**config.mk**
```make
export PLATFORM = sky130hd
export DESIGN_NAME = hss_top
export DESIGN_NICKNAME = d
export VERILOG_FILES = /design/src/common/hss_pkg.sv /design/src/common/hss_cmp_if.sv /design/src/design/hss_sync.sv /design/src/design/hss_top.sv
export SDC_FILE = /design/constraint.sdc
export NUM_CORES = 1
export LEC_CHECK = 0
export ABC_AREA = 0
export BUFFER_PORTS_ARGS = -buffer_cell sky130_fd_sc_hd__buf_2
export CAP_MARGIN = 0
export CORE_ASPECT_RATIO = 0.75
export CORE_UTILIZATION = 41
export CTS_BUF_LIST = sky130_fd_sc_hd__clkbuf_2 sky130_fd_sc_hd__clkbuf_4 sky130_fd_sc_hd__clkbuf_8
export CTS_CLUSTER_SIZE = 30
export DETAILED_ROUTE_END_ITERATION = 8
export PLACE_DENSITY = 0.68
export SLEW_MARGIN = 40
export SYNTH_ARGS = -nofsm -noshare
export SYNTH_HDL_FRONTEND = slang
export SYNTH_SLANG_ARGS = --single-unit
```
**constraint.sdc**
```tcl
create_clock -name clk -period 6.42 [get_ports clk]
set_input_delay 0 -clock clk [delete_from_list [all_inputs] [get_ports clk]]
set_output_delay 0 -clock clk [all_outputs]
set_load 0.1 [all_outputs]
```
**src/common/hss_pkg.sv**
```systemverilog
// constants and types for the high-voltage startup sequencer
package hss_pkg;
    localparam int CLK_HZ            = 10_000_000;
    localparam int START_DELAY_NS    = 34_000;
    localparam int START_DELAY_CYC   = (START_DELAY_NS * (CLK_HZ / 1_000_000) + 999) / 1000;
    localparam int OFF_DELAY_NS      = 10_000;
    localparam int OFF_DELAY_CYC     = (OFF_DELAY_NS * (CLK_HZ / 1_000_000) + 999) / 1000;
    localparam int OVP_DELAY_NS      = 20_000;
    localparam int OVP_DELAY_CYC     = (OVP_DELAY_NS * (CLK_HZ / 1_000_000) + 999) / 1000;
    localparam int BROWNIN_DELAY_NS  = 20_000;
    localparam int BROWNIN_DELAY_CYC = (BROWNIN_DELAY_NS * (CLK_HZ / 1_000_000) + 999) / 1000;
    localparam int TIMER_W           = 16;
    localparam int FREQ_W            = 12;
    // frequency code in kHz
    localparam logic [11:0] SS_START_KHZ = 12'h01F;
    localparam logic [11:0] SS_STEP_KHZ  = 12'h001;
    localparam int SS_STEP_CYC       = 64;
    typedef enum logic [1:0] {CUR_OFF, CUR_LOW, CUR_HIGH} hss_cur_e;
endpackage

```
**src/common/hss_cmp_if.sv**
```systemverilog
// synchronised comparator bundle between the front end and the sequencer
`timescale 1ns/1ps
interface hss_cmp_if;
    logic lineDischarge;
    logic lineMinimum;
    logic lineBrownIn;
    logic supplyInhibit;
    logic supplyOn;
    logic supplyOff;
    logic supplyOvp;
    logic supplyReset;
    logic faultInput;
    modport src (output lineDischarge, lineMinimum, lineBrownIn, supplyInhibit, supplyOn,
                 supplyOff, supplyOvp, supplyReset, faultInput);
    modport dst (input lineDischarge, lineMinimum, lineBrownIn, supplyInhibit, supplyOn,
                 supplyOff, supplyOvp, supplyReset, faultInput);
endinterface

```
**src/design/hss_sync.sv**
```systemverilog
// three-stage synchronisers for the comparator inputs
`timescale 1ns/1ps
module hss_sync
(
    // clock and reset
    input  wire logic clk,
    input  wire logic nrst,
    // raw comparator levels
    input  wire logic [8:0] rawIn,
    // synchronised bundle
    hss_cmp_if.src        cmp
);
    logic [8:0] s1_reg, s2_reg, s3_reg, val_reg;
    logic [8:0] s1_next, s2_next, s3_next, val_next;

    always_comb
    begin
        s1_next = rawIn;
        s2_next = s1_reg;
        s3_next = s2_reg;
        // a change counts only once stages two and three agree
        val_next = val_reg;
        for (int i = 0; i < 9; i++)
        begin
            if (s2_reg[i] == s3_reg[i])
            begin
                val_next[i] = s3_reg[i];
            end
        end
    end

    always_ff @(posedge clk or negedge nrst)
    begin
        if (!nrst)
        begin
            s1_reg  <= 9'h000;
            s2_reg  <= 9'h000;
            s3_reg  <= 9'h000;
            val_reg <= 9'h000;
        end
        else
        begin
            s1_reg  <= s1_next;
            s2_reg  <= s2_next;
            s3_reg  <= s3_next;
            val_reg <= val_next;
        end
    end

    assign cmp.lineDischarge = val_reg[0];
    assign cmp.lineMinimum   = val_reg[1];
    assign cmp.lineBrownIn   = val_reg[2];
    assign cmp.supplyInhibit = val_reg[3];
    assign cmp.supplyOn      = val_reg[4];
    assign cmp.supplyOff     = val_reg[5];
    assign cmp.supplyOvp     = val_reg[6];
    assign cmp.supplyReset   = val_reg[7];
    assign cmp.faultInput    = val_reg[8];
endmodule

```
**src/design/hss_top.sv**
```systemverilog
// high-voltage startup sequencer: charge current choice, brown-in wait, ovp latch, soft start
`timescale 1ns/1ps
module hss_top
(
    // clock and reset
    input  wire logic        clk,
    input  wire logic        nrst,
    // comparators, high when the level is above the threshold
    input  wire logic        lineDischargeCmp,
    input  wire logic        lineMinimumCmp,
    input  wire logic        lineBrownInCmp,
    input  wire logic        supplyInhibitCmp,
    input  wire logic        supplyOnCmp,
    input  wire logic        supplyOffCmp,
    input  wire logic        supplyOvpCmp,
    input  wire logic        supplyResetCmp,
    input  wire logic        faultInput,
    // remaining startup timers, from other blocks
    input  wire logic        timersDone,
    // current source controls
    output logic             lowChargeCurrent,
    output logic             highChargeCurrent,
    // status and switching
    output logic             ovpLatched,
    output logic             softStartActive,
    output logic             switchingEnable,
    output logic [11:0]      switchFreqKhz,
    input  wire logic [11:0] targetFreqKhz
);
    hss_cmp_if cmp ();

    hss_sync u_sync
    (
        .clk   (clk),
        .nrst  (nrst),
        .rawIn ({faultInput, supplyResetCmp, supplyOvpCmp, supplyOffCmp, supplyOnCmp,
                 supplyInhibitCmp, lineBrownInCmp, lineMinimumCmp, lineDischargeCmp}),
        .cmp   (cmp)
    );

    typedef enum logic [2:0] {ST_CHARGE, ST_WAIT, ST_RECHARGE, ST_DELAY, ST_HOLD, ST_SOFT, ST_RUN, ST_OVP}
        hss_state_e;

    hss_state_e                    state_reg, state_next;
    hss_pkg::hss_cur_e             cur_reg, cur_next;
    logic [hss_pkg::TIMER_W-1:0]   ovpCnt_reg, ovpCnt_next;
    logic [hss_pkg::TIMER_W-1:0]   offCnt_reg, offCnt_next;
    logic [hss_pkg::TIMER_W-1:0]   binCnt_reg, binCnt_next;
    logic [hss_pkg::TIMER_W-1:0]   dlyCnt_reg, dlyCnt_next;
    logic [hss_pkg::TIMER_W-1:0]   stepCnt_reg, stepCnt_next;
    logic                          brownIn_reg, brownIn_next;
    logic [11:0]                   freq_reg, freq_next;
    logic                          ovpHit, offHit, sourcing;

    function automatic logic [hss_pkg::TIMER_W-1:0] countUp(input logic cond,
                                                            input logic [hss_pkg::TIMER_W-1:0] cnt);
        // restart whenever the qualifying condition drops
        countUp = !cond ? '0 : (&cnt ? cnt : cnt + 1'b1);
    endfunction

    assign sourcing = (cur_reg != hss_pkg::CUR_OFF);
    assign ovpHit   = (ovpCnt_reg >= hss_pkg::TIMER_W'(hss_pkg::OVP_DELAY_CYC));
    assign offHit   = (offCnt_reg >= hss_pkg::TIMER_W'(hss_pkg::OFF_DELAY_CYC));

    always_comb
    begin
        ovpCnt_next = countUp(cmp.supplyOvp, ovpCnt_reg);
        offCnt_next = countUp(!cmp.supplyOff, offCnt_reg);
        // brown-in only assessed while no current is sourced
        binCnt_next = countUp(cmp.lineBrownIn && !sourcing, binCnt_reg);
        brownIn_next = brownIn_reg;
        if (!sourcing && binCnt_reg >= hss_pkg::TIMER_W'(hss_pkg::BROWNIN_DELAY_CYC))
        begin
            brownIn_next = 1'b1;
        end
        else if (!sourcing && !cmp.lineBrownIn)
        begin
            brownIn_next = 1'b0;
        end
        state_next  = state_reg;
        dlyCnt_next = '0;
        unique case (state_reg)
            ST_CHARGE:
            begin
                if (cmp.supplyOn)
                begin
                    state_next = ST_WAIT;
                end
            end
            ST_WAIT:
            begin
                if (brownIn_reg && !cmp.faultInput)
                begin
                    state_next = ST_RECHARGE;
                end
                else if (offHit)
                begin
                    state_next = ST_CHARGE;
                end
            end
            ST_RECHARGE:
            begin
                // supply must be at turn-on before the start delay; a fault goes back to charge
                if (cmp.faultInput)
                begin
                    state_next = ST_CHARGE;
                end
                else if (cmp.supplyOn)
                begin
                    state_next = ST_DELAY;
                end
            end
            ST_DELAY:
            begin
                dlyCnt_next = dlyCnt_reg + 1'b1;
                if (dlyCnt_reg >= hss_pkg::TIMER_W'(hss_pkg::START_DELAY_CYC - 1))
                begin
                    state_next = ST_HOLD;
                end
            end
            ST_HOLD:
            begin
                if (timersDone)
                begin
                    state_next = ST_SOFT;
                end
            end
            ST_SOFT:
            begin
                if (freq_reg >= targetFreqKhz)
                begin
                    state_next = ST_RUN;
                end
            end
            ST_RUN:
            begin
            end
            ST_OVP:
            begin
                if (!cmp.supplyReset)
                begin
                    state_next = ST_CHARGE;
                end
            end
        endcase
        if (state_reg != ST_OVP && ovpHit)
        begin
            state_next = ST_OVP;
        end
        else if (state_reg != ST_OVP && (state_reg == ST_SOFT || state_reg == ST_RUN || state_reg == ST_HOLD)
                 && cmp.faultInput)
        begin
            state_next = ST_CHARGE;
        end
    end

    // charge current choice; high needs supply past inhibit and line above minimum
    always_comb
    begin
        cur_next = hss_pkg::CUR_OFF;
        if ((state_next == ST_CHARGE || state_next == ST_RECHARGE) && !cmp.supplyOn)
        begin
            if (!cmp.supplyInhibit && cmp.lineDischarge)
            begin
                cur_next = hss_pkg::CUR_LOW;
            end
            else if (cmp.supplyInhibit && cmp.lineMinimum)
            begin
                cur_next = hss_pkg::CUR_HIGH;
            end
        end
    end

    // soft start frequency ramp
    always_comb
    begin
        freq_next    = freq_reg;
        stepCnt_next = '0;
        if (state_next == ST_SOFT && state_reg != ST_SOFT)
        begin
            freq_next = hss_pkg::SS_START_KHZ;
        end
        else if (state_reg == ST_SOFT)
        begin
            stepCnt_next = stepCnt_reg + 1'b1;
            if (stepCnt_reg >= hss_pkg::TIMER_W'(hss_pkg::SS_STEP_CYC - 1))
            begin
                stepCnt_next = '0;
                freq_next    = (freq_reg < targetFreqKhz) ? freq_reg + hss_pkg::SS_STEP_KHZ : freq_reg;
            end
        end
        else if (state_next != ST_RUN)
        begin
            freq_next = 12'h000;
        end
    end

    always_ff @(posedge clk or negedge nrst)
    begin
        if (!nrst)
        begin
            state_reg   <= ST_CHARGE;
            cur_reg     <= hss_pkg::CUR_OFF;
            ovpCnt_reg  <= '0;
            offCnt_reg  <= '0;
            binCnt_reg  <= '0;
            dlyCnt_reg  <= '0;
            stepCnt_reg <= '0;
            brownIn_reg <= 1'b0;
            freq_reg    <= 12'h000;
        end
        else
        begin
            state_reg   <= state_next;
            cur_reg     <= cur_next;
            ovpCnt_reg  <= ovpCnt_next;
            offCnt_reg  <= offCnt_next;
            binCnt_reg  <= binCnt_next;
            dlyCnt_reg  <= dlyCnt_next;
            stepCnt_reg <= stepCnt_next;
            brownIn_reg <= brownIn_next;
            freq_reg    <= freq_next;
        end
    end

    assign lowChargeCurrent  = (cur_reg == hss_pkg::CUR_LOW);
    assign highChargeCurrent = (cur_reg == hss_pkg::CUR_HIGH);
    assign ovpLatched        = (state_reg == ST_OVP);
    assign softStartActive   = (state_reg == ST_SOFT);
    assign switchingEnable   = (state_reg == ST_SOFT || state_reg == ST_RUN);
    assign switchFreqKhz     = freq_reg;

    a_cur_exclusive: assert property (@(posedge clk) disable iff (!nrst)
        !(lowChargeCurrent && highChargeCurrent)) else $error("both charge currents on");
    a_high_needs_min: assert property (@(posedge clk) disable iff (!nrst)
        highChargeCurrent |-> $past(cmp.lineMinimum) && !$past(cmp.supplyOn)) else $error("high current illegal");
    a_high_inhibit: assert property (@(posedge clk) disable iff (!nrst)
        highChargeCurrent |-> $past(cmp.supplyInhibit)) else $error("high current below inhibit");
    a_low_revert: assert property (@(posedge clk) disable iff (!nrst)
        lowChargeCurrent |-> !$past(cmp.supplyInhibit)) else $error("low current above inhibit");
    a_wait_off: assert property (@(posedge clk) disable iff (!nrst)
        state_reg == ST_WAIT |-> !lowChargeCurrent && !highChargeCurrent) else $error("source on in wait");
    a_ovp_latch: assert property (@(posedge clk) disable iff (!nrst)
        ovpHit && state_reg != ST_OVP |=> ovpLatched) else $error("ovp not latched");
    a_ovp_hold: assert property (@(posedge clk) disable iff (!nrst)
        ovpLatched && $past(ovpLatched) && cmp.supplyReset |=> ovpLatched) else $error("ovp released early");
    a_delay_len: assert property (@(posedge clk) disable iff (!nrst)
        $rose(state_reg == ST_DELAY) |-> (state_reg == ST_DELAY)[*8]) else $error("start delay too short");
    a_hold_timers: assert property (@(posedge clk) disable iff (!nrst)
        state_reg == ST_HOLD && !timersDone && !ovpHit && !cmp.faultInput |=> !switchingEnable)
        else $error("switching before timers");
    a_ss_start: assert property (@(posedge clk) disable iff (!nrst)
        $rose(softStartActive) |-> switchFreqKhz == hss_pkg::SS_START_KHZ) else $error("soft start not at 31 kHz");
    a_no_bo_sourcing: assert property (@(posedge clk) disable iff (!nrst)
        sourcing |=> binCnt_reg == '0) else $error("brownout assessed while sourcing");

    c_ovp: cover property (@(posedge clk) disable iff (!nrst) $rose(ovpLatched));
    c_soft: cover property (@(posedge clk) disable iff (!nrst) $rose(softStartActive));
    c_hyst: cover property (@(posedge clk) disable iff (!nrst) state_reg == ST_WAIT ##1 state_reg == ST_CHARGE);
    c_run: cover property (@(posedge clk) disable iff (!nrst) $rose(state_reg == ST_RUN));
endmodule

```
==> results of run 1 <==
==> cells in the mapped netlist, types with 2 or more instances <==
library cell	n	share of area, %
sky130_fd_sc_hd__nand4_1	18	1.8
sky130_fd_sc_hd__o21ai_1	2	0.16
sky130_fd_sc_hd__o21ai_0	10	0.80
sky130_fd_sc_hd__o31ai_1	3	0.36
sky130_fd_sc_hd__dfrtp_1	134	54
sky130_fd_sc_hd__a221o_1	5	0.80
sky130_fd_sc_hd__clkbuf_1	12	0.72
sky130_fd_sc_hd__and4_1	6	0.84
sky130_fd_sc_hd__xor2_1	34	4.8
sky130_fd_sc_hd__nor2_1	82	4.9
sky130_fd_sc_hd__nor4b_1	3	0.42
sky130_fd_sc_hd__nand2_1	36	2.2
sky130_fd_sc_hd__a31o_2	2	0.28
sky130_fd_sc_hd__a211oi_1	3	0.36
sky130_fd_sc_hd__nor4_1	13	1.3
sky130_fd_sc_hd__buf_6	2	0.36
sky130_fd_sc_hd__nor2b_1	8	0.80
sky130_fd_sc_hd__a22oi_1	2	0.24
sky130_fd_sc_hd__inv_1	30	1.8
sky130_fd_sc_hd__or3_1	7	0.70
sky130_fd_sc_hd__xnor2_1	17	2.4
sky130_fd_sc_hd__and3_1	25	2.5
sky130_fd_sc_hd__a21oi_1	12	0.96
sky130_fd_sc_hd__and2_1	4	0.40
sky130_fd_sc_hd__o21bai_1	2	0.24
sky130_fd_sc_hd__mux2i_1	2	0.32
sky130_fd_sc_hd__nand2b_1	2	0.20
sky130_fd_sc_hd__a31oi_1	5	0.50
sky130_fd_sc_hd__maj3_1	9	1.4
sky130_fd_sc_hd__a22o_1	3	0.42
sky130_fd_sc_hd__a21o_1	5	0.60
sky130_fd_sc_hd__o311a_1	3	0.48
sky130_fd_sc_hd__ha_1	21	4.2
sky130_fd_sc_hd__nand3_1	33	2.7
sky130_fd_sc_hd__o22ai_1	4	0.40
sky130_fd_sc_hd__nor3_1	7	0.56
sky130_fd_sc_hd__a32oi_1	3	0.42
sky130_fd_sc_hd__nor3b_1	2	0.24
sky130_fd_sc_hd__a221oi_1	2	0.28
sky130_fd_sc_hd__o21a_1	2	0.24
sky130_fd_sc_hd__or2_1	2	0.20
sky130_fd_sc_hd__buf_2	3	0.24
==> report_power, final <==
part | internal, uW | switching, uW
registers | 886 | 50.5
logic | 83.0 | 143
clock network | 353 | 339
total | 1320 | 532
==> logic make-up after synthesis <==
group,count (synthesis)
AND/OR/NAND/NOR,253
flip-flops,134
AO/OA/AOI/OAI,78
XOR/XNOR,51
buffers and inverters,48
adder cells (fa/ha/maj),30
multiplexers,3
other,1
==> how the worst max path moves through the flow <==
stage	from	to	slack, ns	cells past startpoint
3_3_place_gp	switchFreqKhz[1]$_DFFE_PN0P_	switchFreqKhz[6]$_DFFE_PN0P_	3.65	8
2_1_floorplan	switchFreqKhz[1]$_DFFE_PN0P_	switchFreqKhz[5]$_DFFE_PN0P_	3.30	9
3_5_place_dp	switchFreqKhz[1]$_DFFE_PN0P_	switchFreqKhz[7]$_DFFE_PN0P_	3.51	8
6_report	switchFreqKhz[1]$_DFFE_PN0P_	switchFreqKhz[11]$_DFFE_PN0P_	3.45	8
5_1_grt	switchFreqKhz[1]$_DFFE_PN0P_	switchFreqKhz[11]$_DFFE_PN0P_	3.31	8
4_1_cts	switchFreqKhz[1]$_DFFE_PN0P_	switchFreqKhz[11]$_DFFE_PN0P_	3.49	8
==> cell usage in the layout (no fill, tap or decap), types with 4 or more instances in the layout <==
cell type	count
sky130_fd_sc_hd__inv_6	4
sky130_fd_sc_hd__conb_1	10
sky130_fd_sc_hd__maj3_1	9
sky130_fd_sc_hd__nand3_1	33
sky130_fd_sc_hd__a221o_1	5
sky130_fd_sc_hd__and4_1	6
sky130_fd_sc_hd__xor2_1	34
sky130_fd_sc_hd__nand4_1	18
sky130_fd_sc_hd__a21o_1	5
sky130_fd_sc_hd__or3_1	7
sky130_fd_sc_hd__a31oi_1	5
sky130_fd_sc_hd__buf_2	39
sky130_fd_sc_hd__ha_1	21
sky130_fd_sc_hd__nor3_1	7
sky130_fd_sc_hd__clkbuf_8	18
sky130_fd_sc_hd__a21oi_1	12
sky130_fd_sc_hd__dlygate4sd3_1	10
sky130_fd_sc_hd__nor2_1	82
sky130_fd_sc_hd__inv_1	30
sky130_fd_sc_hd__dfrtp_1	134
sky130_fd_sc_hd__o22ai_1	4
sky130_fd_sc_hd__nand2_1	36
sky130_fd_sc_hd__o21ai_0	10
sky130_fd_sc_hd__nor4_1	12
sky130_fd_sc_hd__xnor2_1	17
sky130_fd_sc_hd__and2_1	4
sky130_fd_sc_hd__and3_1	25
sky130_fd_sc_hd__nor2b_1	8
==> cell type report <==
| class | instances | area [um2] | share of cell area (%) |
|---|---|---|---|
| Timing Repair Buffer | 51 | 320.3 | 4.483 |
| Tap cell | 200 | 250.2 | 3.502 |
| Clock buffer | 18 | 241.5 | 3.379 |
| Clock inverter | 13 | 148.9 | 2.084 |
| Inverter | 31 | 116.4 | 1.628 |
| Multi-Input combinational cell | 425 | 2715 | 38.00 |
| Sequential cell | 134 | 3353 | 46.93 |
==> metrics by stage <==
stage	util [%]	total power (uW)	hold WS, ns	instances	cell area (um2)
final	48.80	1853	0.06073	872	7146
after global routing	48.80	1955	0.07978	872	7146
after CTS	48.74	1874	0.05773	872	7137
after detailed placement	45.39	1175	-0.03140	831	6646
after global placement	45.36	1162	-0.03683	831	6643
after floorplan	-	1110	-0.2956	607	6261
==> critical path, stage by stage, from the launching register on <==
cell and delay (ns):
sky130_fd_sc_hd__dfrtp_1 0.44, sky130_fd_sc_hd__ha_1 0.35, sky130_fd_sc_hd__nor2b_1 0.14, sky130_fd_sc_hd__o211ai_1 0.16, sky130_fd_sc_hd__a211oi_1 0.12, sky130_fd_sc_hd__nor4b_1 0.61
sky130_fd_sc_hd__o311ai_1 0.25, sky130_fd_sc_hd__a21o_1 0.37, sky130_fd_sc_hd__a221o_1 0.41
==> layer usage <==
metal	part of all wire [%]	routed length [um]	up-vias	global-route usage (%)
li1	-	-	2211	-
met1	51	5981	2154	23.92
met2	43	5009	85	24.24
met3	4.4	518	22	3.513
met4	2.1	244	0	8.346
met5	0	0	-	0
==> results, run 1 <==
- Dividing the detail-routed via count by the number of cells gives 5.128.
- The class of the most critical hold timing path is primary input to async pin.
- The startpoint of the lowest-slack register-to-register path is switchFreqKhz[1]$_DFFE_PN0P_.
- The post-placement setup slack is 3.509 ns.
- The number of storage elements in the synthesis netlist is 134.
- Summing the areas of all compound-gate instances in the mapped netlist gives 9.001% of the synthesized area.
- Across the VDD grid, the largest voltage drop is 0.1693 mV.
- The global-route usage over all layers is 16.81%.
- Data on the critical path arrives at its endpoint at 3.28 ns.
- Entering global routing, the biggest net connects 86 pins.
- Of the total synthesized cell area, the portion taken by XOR and XNOR cells is 7.173%.
- The multiplexer share of the synthesized area is 0.5023%.
- The detailed placer's ending HPWL is 8203 um.
- The detailed-route DRC error count is 0.
- The post-cts repair resize count is 0.
- The number of global-route vias before repair is 4370.
- The post-detailed-route count of antenna-violating nets is 0.
- The worst setup path is launched from a flip-flop.
- The final worst slack is 3.454 ns.
- The die span in x is 144.3 um.
- Hold repair after CTS inserted 10 buffers.
- The critical path is of the flip-flop to flip-flop type.
- In the final design database the tool counted 705 nets.
- The synthesized netlist contains 60 unique library cells.
- The register clock-pin slew on the reported worst setup and hold paths is 0.08 ns.
- Among all flip-flop cells after synthesis, the most frequent one is sky130_fd_sc_hd__dfrtp_1.
- The worst register-to-register path ends at switchFreqKhz[11]$_DFFE_PN0P_.
- For this run, the register share of the synthesized area comes to 53.85%.
- After synthesis, the largest family of logic cells by area is simple AND/OR/NAND/NOR gates.
- The layout overhead on the synthesized area is 14.75%.
- The synthesized netlist devotes 5.666% of its cell area to adder and majority cells.
- After filler insertion, the fill cell instance count of the layout stands at 1377.
- No sink is reached through more buffers than the 2 on the longest clock path.
- During synthesis, Yosys emitted a total of 0 warnings.
- The count of final max-slew check failures is 0.
- The area of the die is 15690 um2.
- The core region area is 14640 um2.
- The length in cells of the worst reg-to-reg path is 8.
- Max-cap violations in this run came to 0.
- The number of post-CTS setup repair buffers is 0.
- Of the total synthesized cell area, the portion taken by AND, OR, NAND and NOR gates is 20.55%.
- In this run the tightest slew margin relative to its limit is 54.23%.
- The flow ran to the end, and the final reports show no timing, DRC or antenna violations.
- The per-cell routed wire length is 13.48 um.
- The initial standard-cell utilization of the core is 42.52%.
- The diode insertion count for antenna repair is 0.
- Setup violations remaining at the end of the flow were counted as 0.
- Subtracting the final worst setup slack from the clock period gives 2.966 ns.
- The final global-route overflow total is 0.
- After synthesis, the share of flip-flops with an asynchronous set or reset is 100.0%.
- The total I/O pin count is 41.
- Dividing total power by cell area gives a power density of 259.4 nW/um2.
- Counting the buffers created by CTS gives 17.
- The fraction of final layout cells sized beyond drive strength 1 is 12.05%.
- TritonCTS built the clock tree.
- The first detailed-routing pass ran for 4 iterations.
- The worst setup slack for register-to-register paths is 3.45 ns.
- The H-tree depth is 4.
- The number of hold-slack violations in the final timing report came to 0.
- The achievable clock frequency is 337.1 MHz.
- The leakage power is 0.003343 uW.
- Data on the critical path is required at its endpoint by 6.74 ns.
- The average size of a mapped cell is 10.41 um2.
- Measured along the y axis, the die boundary spans 108.7 um.
- The worst path uses 46.20% of the clock period.
- The wire length of the first global-routing pass is 20550 um.
- Input and output buffers added on the ports amount to 40.
- The number of vias after detailed routing is 4472.
- The number of antenna violations at the first check in global routing is 0.
- The clock latency on the worst-skew pair is 0.44 ns.
- Clock skew on the completed layout was measured at 0.01446 ns.
- Summing every instance area after synthesis gives 6227 um2.
- At the pin with the least slew margin, the transition time is 0.6865 ns.
- The number of sinks on the clock net is 134.
- In this run the clock root is driven by a sky130_fd_sc_hd__clkbuf_8.
- Synthesis handed over a netlist of 598 instances.
- After detailed routing, the total wire length is 11750 um.
- The initialized floorplan defines 38 standard-cell rows.
- The DRC violation total after the first TritonRoute iteration is 236.
- The top fanout value on the critical path is 12.
- The category of the worst setup path capture point is a flip-flop.
- Counting flops with a built-in enable in the synthesized netlist gives 0.
- The setup total negative slack is 0 ns.
- The placer's final routability congestion estimate is 0.8604.
- Setup repair after global routing left no endpoint under its margin.
Power figures use the tool's default switching activity.
==> run 2: changes to the inputs <==
--- a/config.mk
+++ b/config.mk
@@ -13,7 +13,7 @@
 export CTS_BUF_LIST = sky130_fd_sc_hd__clkbuf_2 sky130_fd_sc_hd__clkbuf_4 sky130_fd_sc_hd__clkbuf_8
 export CTS_CLUSTER_SIZE = 30
 export DETAILED_ROUTE_END_ITERATION = 8
-export PLACE_DENSITY = 0.68
+export PLACE_DENSITY = 0.7
 export SLEW_MARGIN = 40
 export SYNTH_ARGS = -nofsm -noshare
 export SYNTH_HDL_FRONTEND = slang
==> constraint.sdc (replaced) <==
create_clock -name clk -period 2.65 [get_ports clk]
set_input_delay 0 -clock clk [delete_from_list [all_inputs] [get_ports clk]]
set_output_delay 0 -clock clk [all_outputs]
set_load 0.1 [all_outputs]
==> results, run 2 (synthesis results as in run 1) <==
- The flow ran to the end, and the final reports show no timing, DRC or antenna violations.
- The placer's final routability congestion estimate is 0.8668.
- The via-per-instance ratio is 5.317.
- The number of vias after detailed routing is 4700.
- The initial utilization of the core area, before any placement, comes to 42.52%.
- The chip height is 108.7 um.
- Port buffering added 40 buffers.
- The number of antenna violations at the first check in global routing was 0.
- The H-tree was split into 4 levels.
- STA puts the critical path data arrival time at 2.95 ns.
- In this run the power density over the cells is 629.3 nW/um2.
- The number of hold-slack violations in the final timing report is 0.
- The critical path launch point type is a flip-flop.
- The fraction of final layout cells sized beyond drive strength 1 is 16.81%.
- The per-cell routed wire length is 14.58 um.
- For this design, the slowest cell found on the critical path is sky130_fd_sc_hd__dfrtp_4.
- For the pin with the worst max-slew slack, the measured transition is 0.5900 ns.
- The top fanout value on the critical path is 10.
- The detailed placer's ending HPWL is 8759 um.
- Walking the worst path, the cells encountered are ha_1 > nor2b_1 > o211ai_1 > a211oi_2 > o41ai_2 > nand2_1 > a21o_4 > a221o_1.
- The final net count is 716.
- Entering global routing, the biggest net connects 60 pins.
- The layout has 1354 filler cells.
- The floorplan step set the die width to 144.3 um.
- The worst pin sits at a relative slew slack of 60.36%.
- The class of the most critical hold timing path is primary input to async pin.
- Summed over all layers, the global routing overflow is 0.
- Tracing the worst setup path back leads to its startpoint at switchFreqKhz[1]$_DFFE_PN0P_.
- The top cell types in the final layout, fill and taps aside, are sky130_fd_sc_hd__dfrtp_1, sky130_fd_sc_hd__nor2_1, sky130_fd_sc_hd__buf_2.
- The category of the critical setup timing path is flip-flop to flip-flop.
- The length in cells of the worst reg-to-reg path is 8.
- The number of antenna diodes in the final layout is 0.
- The utilization after layout is 50.06%.
- The area of the die is 15690 um2.
- The leakage power is 0.003421 uW.
- The maximum resistive drop on vdd is 0.4049 mV.
- The detailed-route DRC error count is 0.
- At the worst endpoint, the required time is 2.97 ns.
- The number of endpoints failing setup at the final stage is 0.
- At the later pin of the worst-skew pair, clock insertion delay measures 0.44 ns.
- During I/O placement, the number of pins put on the boundary was 41.
- The number of global-route vias before repair came to 4723.
- The tree is rooted in a sky130_fd_sc_hd__clkbuf_8.
- The clock buffer count from CTS is 17.
- The count of final max-slew check failures is 0.
- The clock passes through at most 2 buffers.
- Setup slack on the worst reg-to-reg path comes out at 0.02 ns.
- Counting I/O delays and the setup requirement, the final critical path takes 2.628 ns.
- The post-route clock skew is 0.01302 ns.
- Clock-pin slew was measured on the worst setup and hold paths at 0.08 ns.
- The layout overhead on the synthesized area is 17.72%.
- The clock drives 134 sinks.
- The final worst-path cycle share is 99.15%.
- The core region area is 14640 um2.
- The TritonCTS clock tree is yes.
- The achievable clock frequency is 380.6 MHz.
- The max-cap violation count is 0.
- Once detail routing completed, the nets flagged for antenna violations numbered 0.
- In this run the core area contains 38 standard-cell rows.
- In this run the critical register-to-register path is captured at switchFreqKhz[8]$_DFFE_PN0P_.
- The routed wire length is 12890 um.
- In this run, the number of DRC markers left after iteration 0 of detailed routing was 279.
- Summed over all failing endpoints, the final setup total negative slack is 0 ns.
- In this design, the stage delay of the slowest critical-path cell is 0.48 ns.
- Leaving out fill and tap cells, the most frequent cell in the layout is sky130_fd_sc_hd__dfrtp_1.
- The wire length of the first global-routing pass is 21960 um.
- The length of the first detailed-routing pass in iterations is 4.
- The worst setup path endpoint is switchFreqKhz[8]$_DFFE_PN0P_.
- For this run, the total global-route usage over all layers was measured as 17.96%.
- The category of the worst setup path capture point is a flip-flop.
- The startpoint identified for the worst register-to-register timing path is switchFreqKhz[1]$_DFFE_PN0P_.
[run 2: per-layer routing]
layer	global-route usage, %	up-vias	part of all wire [%]
met3	4.392	16	5.6
met1	24.65	2301	48
met2	27.44	141	45
met5	0	-	0
li1	-	2242	-
met4	6.992	0	1.2
[run 2: per-stage QoR]
stage               setup WS [ns]  instances  hold WS (ns)  total power, uW  cell area (um2)
floorplan                0.004074        607       -0.2956             2690             6289
global placement          0.03557        841        0.1074             2851             6754
detailed placement      -0.003592        841        0.1107             2882             6754
CTS                       0.03972        883        0.1720             4633             7256
global route             -0.08419        884        0.1172             4856             7331
finish                    0.02240        884       0.08075             4613             7331
[run 2: worst min path at each step]
stage | to | cells past startpoint
after detailed placement | u_sync.s1_reg[6]$_DFF_PN0_ | 1
after floorplan | binCnt_reg[0]$_DFFE_PN0P_ | 0
after CTS | u_sync.s1_reg[6]$_DFF_PN0_ | 2
after global routing | binCnt_reg[0]$_DFFE_PN0P_ | 2
final | binCnt_reg[1]$_DFFE_PN0P_ | 2
after global placement | u_sync.s1_reg[4]$_DFF_PN0_ | 1
[run 2: where the power goes]
part	internal [uW]	switching, uW	total (uW)	leakage [uW]
combinational	240	379	619	0.00150
clock	855	873	1730	0.000194
sequential	2150	121	2270	0.00173
total	3240	1370	4610	0.00342
[run 2: cell type report]
class                           count  area, um2  area share [%]
Clock buffer                       17      234.0           3.192
Clock inverter                     15      166.4           2.270
Inverter                           31      116.4           1.587
Multi-Input combinational cell    425       2781           37.94
Sequential cell                   134       3373           46.01
Tap cell                          200      250.2           3.414
Timing Repair Buffer               62      409.1           5.581
[run 2: repair_timing]
item	4_1_cts	5_1_grt
setup buffers	0	1
hold endpoints to repair	65	0
hold buffers	10	0
endpoints found under the setup margin	3	11
pin swaps	0	2
gates resized for setup	1	10
gates cloned	0	0
[run 2: worst max-delay path: cells and delay by family (launching register included)]
family / cells / cell delay, ns
AOI/OAI and AO/OA: 5 / 1.39
DFF: 1 / 0.48
and+or+nand+nor: 2 / 0.34
adders and majority gates: 1 / 0.30
==> run 3: changes to the inputs <==
--- a/config.mk
+++ b/config.mk
@@ -14,7 +14,9 @@
 export CTS_CLUSTER_SIZE = 30
 export DETAILED_ROUTE_END_ITERATION = 8
 export PLACE_DENSITY = 0.7
+export RECOVER_POWER = 100
 export SLEW_MARGIN = 40
 export SYNTH_ARGS = -nofsm -noshare
 export SYNTH_HDL_FRONTEND = slang
+export SYNTH_HIERARCHICAL = 1
 export SYNTH_SLANG_ARGS = --single-unit
==> results, run 3 <==
- The detailed-route DRC error count is 0.
- The library cell contributing the largest single delay on the critical path is sky130_fd_sc_hd__dfrtp_1.
- The most repeated cell in the gate-level netlist after synthesis is sky130_fd_sc_hd__dfrtp_1.
- The TritonCTS clock tree is yes.
- In the layout the commonest cells are sky130_fd_sc_hd__dfrtp_1, sky130_fd_sc_hd__nor2_1, sky130_fd_sc_hd__nand2_1.
- The final total power is 4004 uW.
- The length of the first detailed-routing pass in iterations is 5.
- The worst setup path is of the flip-flop to flip-flop kind.
- Leaving out fill and tap cells, the most frequent cell in the layout is sky130_fd_sc_hd__dfrtp_1.
- The post-cts repair resize count is 0.
- Global routing consumed, over all layers together, 17.71% of the routing resources.
- A synthesized cell averages 10.46 um2.
- The number of sinks on the clock net is 134.
- Buffers placed on the I/O ports in this run total 40.
- The number of antenna violations at the first check in global routing is 1.
- The clock latency on the worst-skew pair is 0.43 ns.
- Internal power comes to 2969 uW.
- The initial standard-cell utilization of the core is 42.81%.
- The number of storage elements in the synthesis netlist is 134.
- Sequential cells were found to cover 52.97% of the synthesized design area.
- The number of buffers and inverters on the critical path is 0.
- The met3 track utilization from global routing is 3.485%.
- At the worst endpoint, the arrival time is 2.79 ns.
- For the final database, setup skew stands at 0.01368 ns.
- Clock-pin slew was measured on the worst setup and hold paths at 0.08 ns.
- Of the post-synthesis cell area, the dominant cell type holds 52.97%.
- The clock share of power is 41.2%.
- Compared with the post-synthesis result, the final layout area differs by 15.26%.
- Walking the worst path, the cells encountered are ha_1 > o311a_1 > o21ai_1 > a21o_1 > or3_1 > o21ai_2 > o21a_4 > mux2_4.
- The wire length of the first global-routing pass is 22580 um.
- Once detail routing completed, the nets flagged for antenna violations numbered 0.
- The root buffer selected by CTS is sky130_fd_sc_hd__clkbuf_8.
- STA puts the critical path data required time at 2.97 ns.
- For this design the total switching power over the nets is 1035 uW.
- Entering global routing, the biggest net connects 51 pins.
- The leading register cell type out of synthesis is sky130_fd_sc_hd__dfrtp_1.
- On the critical path the largest part of the delay comes from compound AO/OA/AOI/OAI gates.
- The final net count is 727.
- The per-cell routed wire length is 14.33 um.
- The top fanout value on the critical path is 8.
- Dividing total power by cell area gives a power density of 548.9 nW/um2.
- 41 I/O pins were placed.
- Headroom to the max-slew limit came out at 17.00%.
- By count the netlist is led by sky130_fd_sc_hd__dfrtp_1, sky130_fd_sc_hd__nor2_1, sky130_fd_sc_hd__nand2_1.
- The count of final max-slew check failures is 0.
- sky130_fd_sc_hd__dfrtp_1 takes more of the synthesized area than any other cell.
- The most congested layer reported by global routing is met2.
- At the end of routability-driven placement, the weighted congestion stood at 0.8360.
- The fraction of final layout cells sized beyond drive strength 1 is 13.67%.
- The total area inside the core boundary comes to 14790 um2.
- The number of synthesized flops with an enable pin is 0.
- Combinational cells account for 4.8% of the total power.
- The area of the die is 15940 um2.
- The synthesized netlist cell count is 605.
- The share of total power consumed by net switching is 25.85%.
- The tool flagged a number of max-cap violations equal to 0.
- No sink is reached through more buffers than the 2 on the longest clock path.
- The floorplan has 38 rows.
- For this run, the slowest stage of the critical path takes 0.38 ns.
- Detailed placement finished with a half-perimeter wire length of 9140 um.
- The cell area after synthesis is 6330 um2.
- The total of warnings raised by yosys is 6.
- Yosys attributes the largest share of cell area to sky130_fd_sc_hd__dfrtp_1, sky130_fd_sc_hd__ha_1, sky130_fd_sc_hd__nor2_1, sky130_fd_sc_hd__nand2_1, sky130_fd_sc_hd__xor2_1.
- Timing would allow up to 404.0 MHz.
- Summed over all layers, the global routing overflow is 0.
- The global routing met1 resource utilization is 24.14%.
- The number of hold-slack violations in the final timing report was 0.
- The min-delay analysis places its worst path in the category primary input to flip-flop.
- In the global route stage, met2 resource usage came out at 27.51%.
- The number of fill cells is 1323.
- Subtracting the final worst setup slack from the clock period gives 2.475 ns.
- The total area of sequential cells is 3367 um2.
- The H-tree depth is 4.
- Adding up every negative setup slack in the final design gives 0 ns.
- The number of endpoints failing setup at the final stage is 0.
- The routed wire length is 12840 um.
- The transition at the pin with the smallest max-transition slack is 1.245 ns.
- For this block, the initial DRC count from the detailed router was 376.
- The leakage power is 0.003195 uW.
- Across all layers, the routed design uses 4783 vias.
- The worst setup path is captured at a flip-flop.
- The worst setup path is launched from a flip-flop.
- The multi-input combinational cells in the finished layout cover a total of 2806 um2.
- Counting the buffers created by CTS gives 17.
- The run finished with clean final reports.
- The final worst-path cycle share is 93.40%.
- In the synthesized netlist the async set-or-reset flop fraction comes to 100.0%.
- The die is 109.6 um tall.
- The power share of the sequential group is 54.0%.
- The number of global-route vias before repair is 4715.
- VDD sags by at most 0.4974 mV.
- Setup repair after global routing left no endpoint under its margin.
- The via-per-instance ratio is 5.338.
- The die span in x is 145.5 um.
- The number of different library cells used by synthesis comes to 67.
## run 3: worst paths after layout
check | from | to | slack, ns | cells after the start
setup / recovery | dlyCnt_reg[0]$_DFF_PN0_ | switchFreqKhz[1]$_DFFE_PN0P_ | 0.17 | 8
hold / removal | supplyOffCmp | u_sync/s1_reg[5]$_DFF_PN0_ | 0.21 | 2
setup reg to reg | dlyCnt_reg[0]$_DFF_PN0_ | switchFreqKhz[1]$_DFFE_PN0P_ | 0.17 | 8
hold reg to reg | u_sync/s1_reg[2]$_DFF_PN0_ | u_sync/s2_reg[2]$_DFF_PN0_ | 0.35 | 0
max in group asynchronous | nrst | offCnt_reg[3]$_DFFE_PN0P_ | 0.88 | 3
min in group asynchronous | nrst | ovpCnt_reg[0]$_DFFE_PN0P_ | 0.36 | 2
## run 3: routing by layer
metal | up-vias | share of wire [%]
met5 | - | 0
met1 | 2352 | 48
met3 | 21 | 4.0
met2 | 122 | 47
li1 | 2288 | -
met4 | 0 | 1.7
## run 3: kinds of logic (layout without fill, tap and decap cells)
family | count (synthesis) | in the layout | share of synthesized area [%]
AOI/OAI and AO/OA | 99 | 99 | 11.13
xor gates and xnor gates | 40 | 40 | 5.535
adders and majority gates | 30 | 30 | 5.752
buffers and inverters | 44 | 125 | 2.906
DFF | 134 | 134 | 52.97
muxes | 4 | 4 | 0.7116
other | 1 | 11 | 0.05924
and+or+nand+nor | 253 | 253 | 20.93
## run 3: area by class of cell
type	instances	share of cell area (%)
inverters	31	1.595
flip-flops and latches	134	46.15
clock buffers	18	3.396
well taps	200	3.430
multi-input cells	436	38.47
diodes	1	0.03430
clock inverters	14	1.938
repair buffers	62	4.991
## run 3: timing repair
item,in CTS,in global routing
hold endpoints to repair,56,0
hold buffers,10,0
buffers inserted,0,0
## run 3: worst reg2reg max path, delay by kind of cell (launching register included)
kind	cells	cell delay [ns]
multiplexers	1	0.30
flip-flops	1	0.38
AND/OR/NAND/NOR	1	0.38
adder cells (fa/ha/maj)	1	0.23
AO/OA/AOI/OAI	5	1.08
## run 3: power groups by stage
stage	logic [uW]	registers, uW	clock network (uW)
after floorplan	103	2180	0
after global placement	176	2200	0
after detailed placement	188	2200	0
after CTS	201	2160	1690
after global routing	225	2170	1780
final	191	2160	1650
## run 3: through the flow
| step | setup slack [ns] | area, um2 | instances | hold WS (ns) | util, % |
|---|---|---|---|---|---|
| after detailed placement | 0.1564 | 6868 | 853 | 0.06239 | 46.45 |
| final | 0.1749 | 7296 | 896 | 0.2107 | 49.34 |
| after CTS | 0.1520 | 7357 | 895 | 0.1277 | 49.75 |
| after floorplan | 0.03175 | 6380 | 614 | -0.2956 | - |
| after global placement | 0.2469 | 6868 | 853 | 0.06441 | 46.45 |
| after global routing | 0.02343 | 7296 | 896 | 0.1903 | 49.34 |
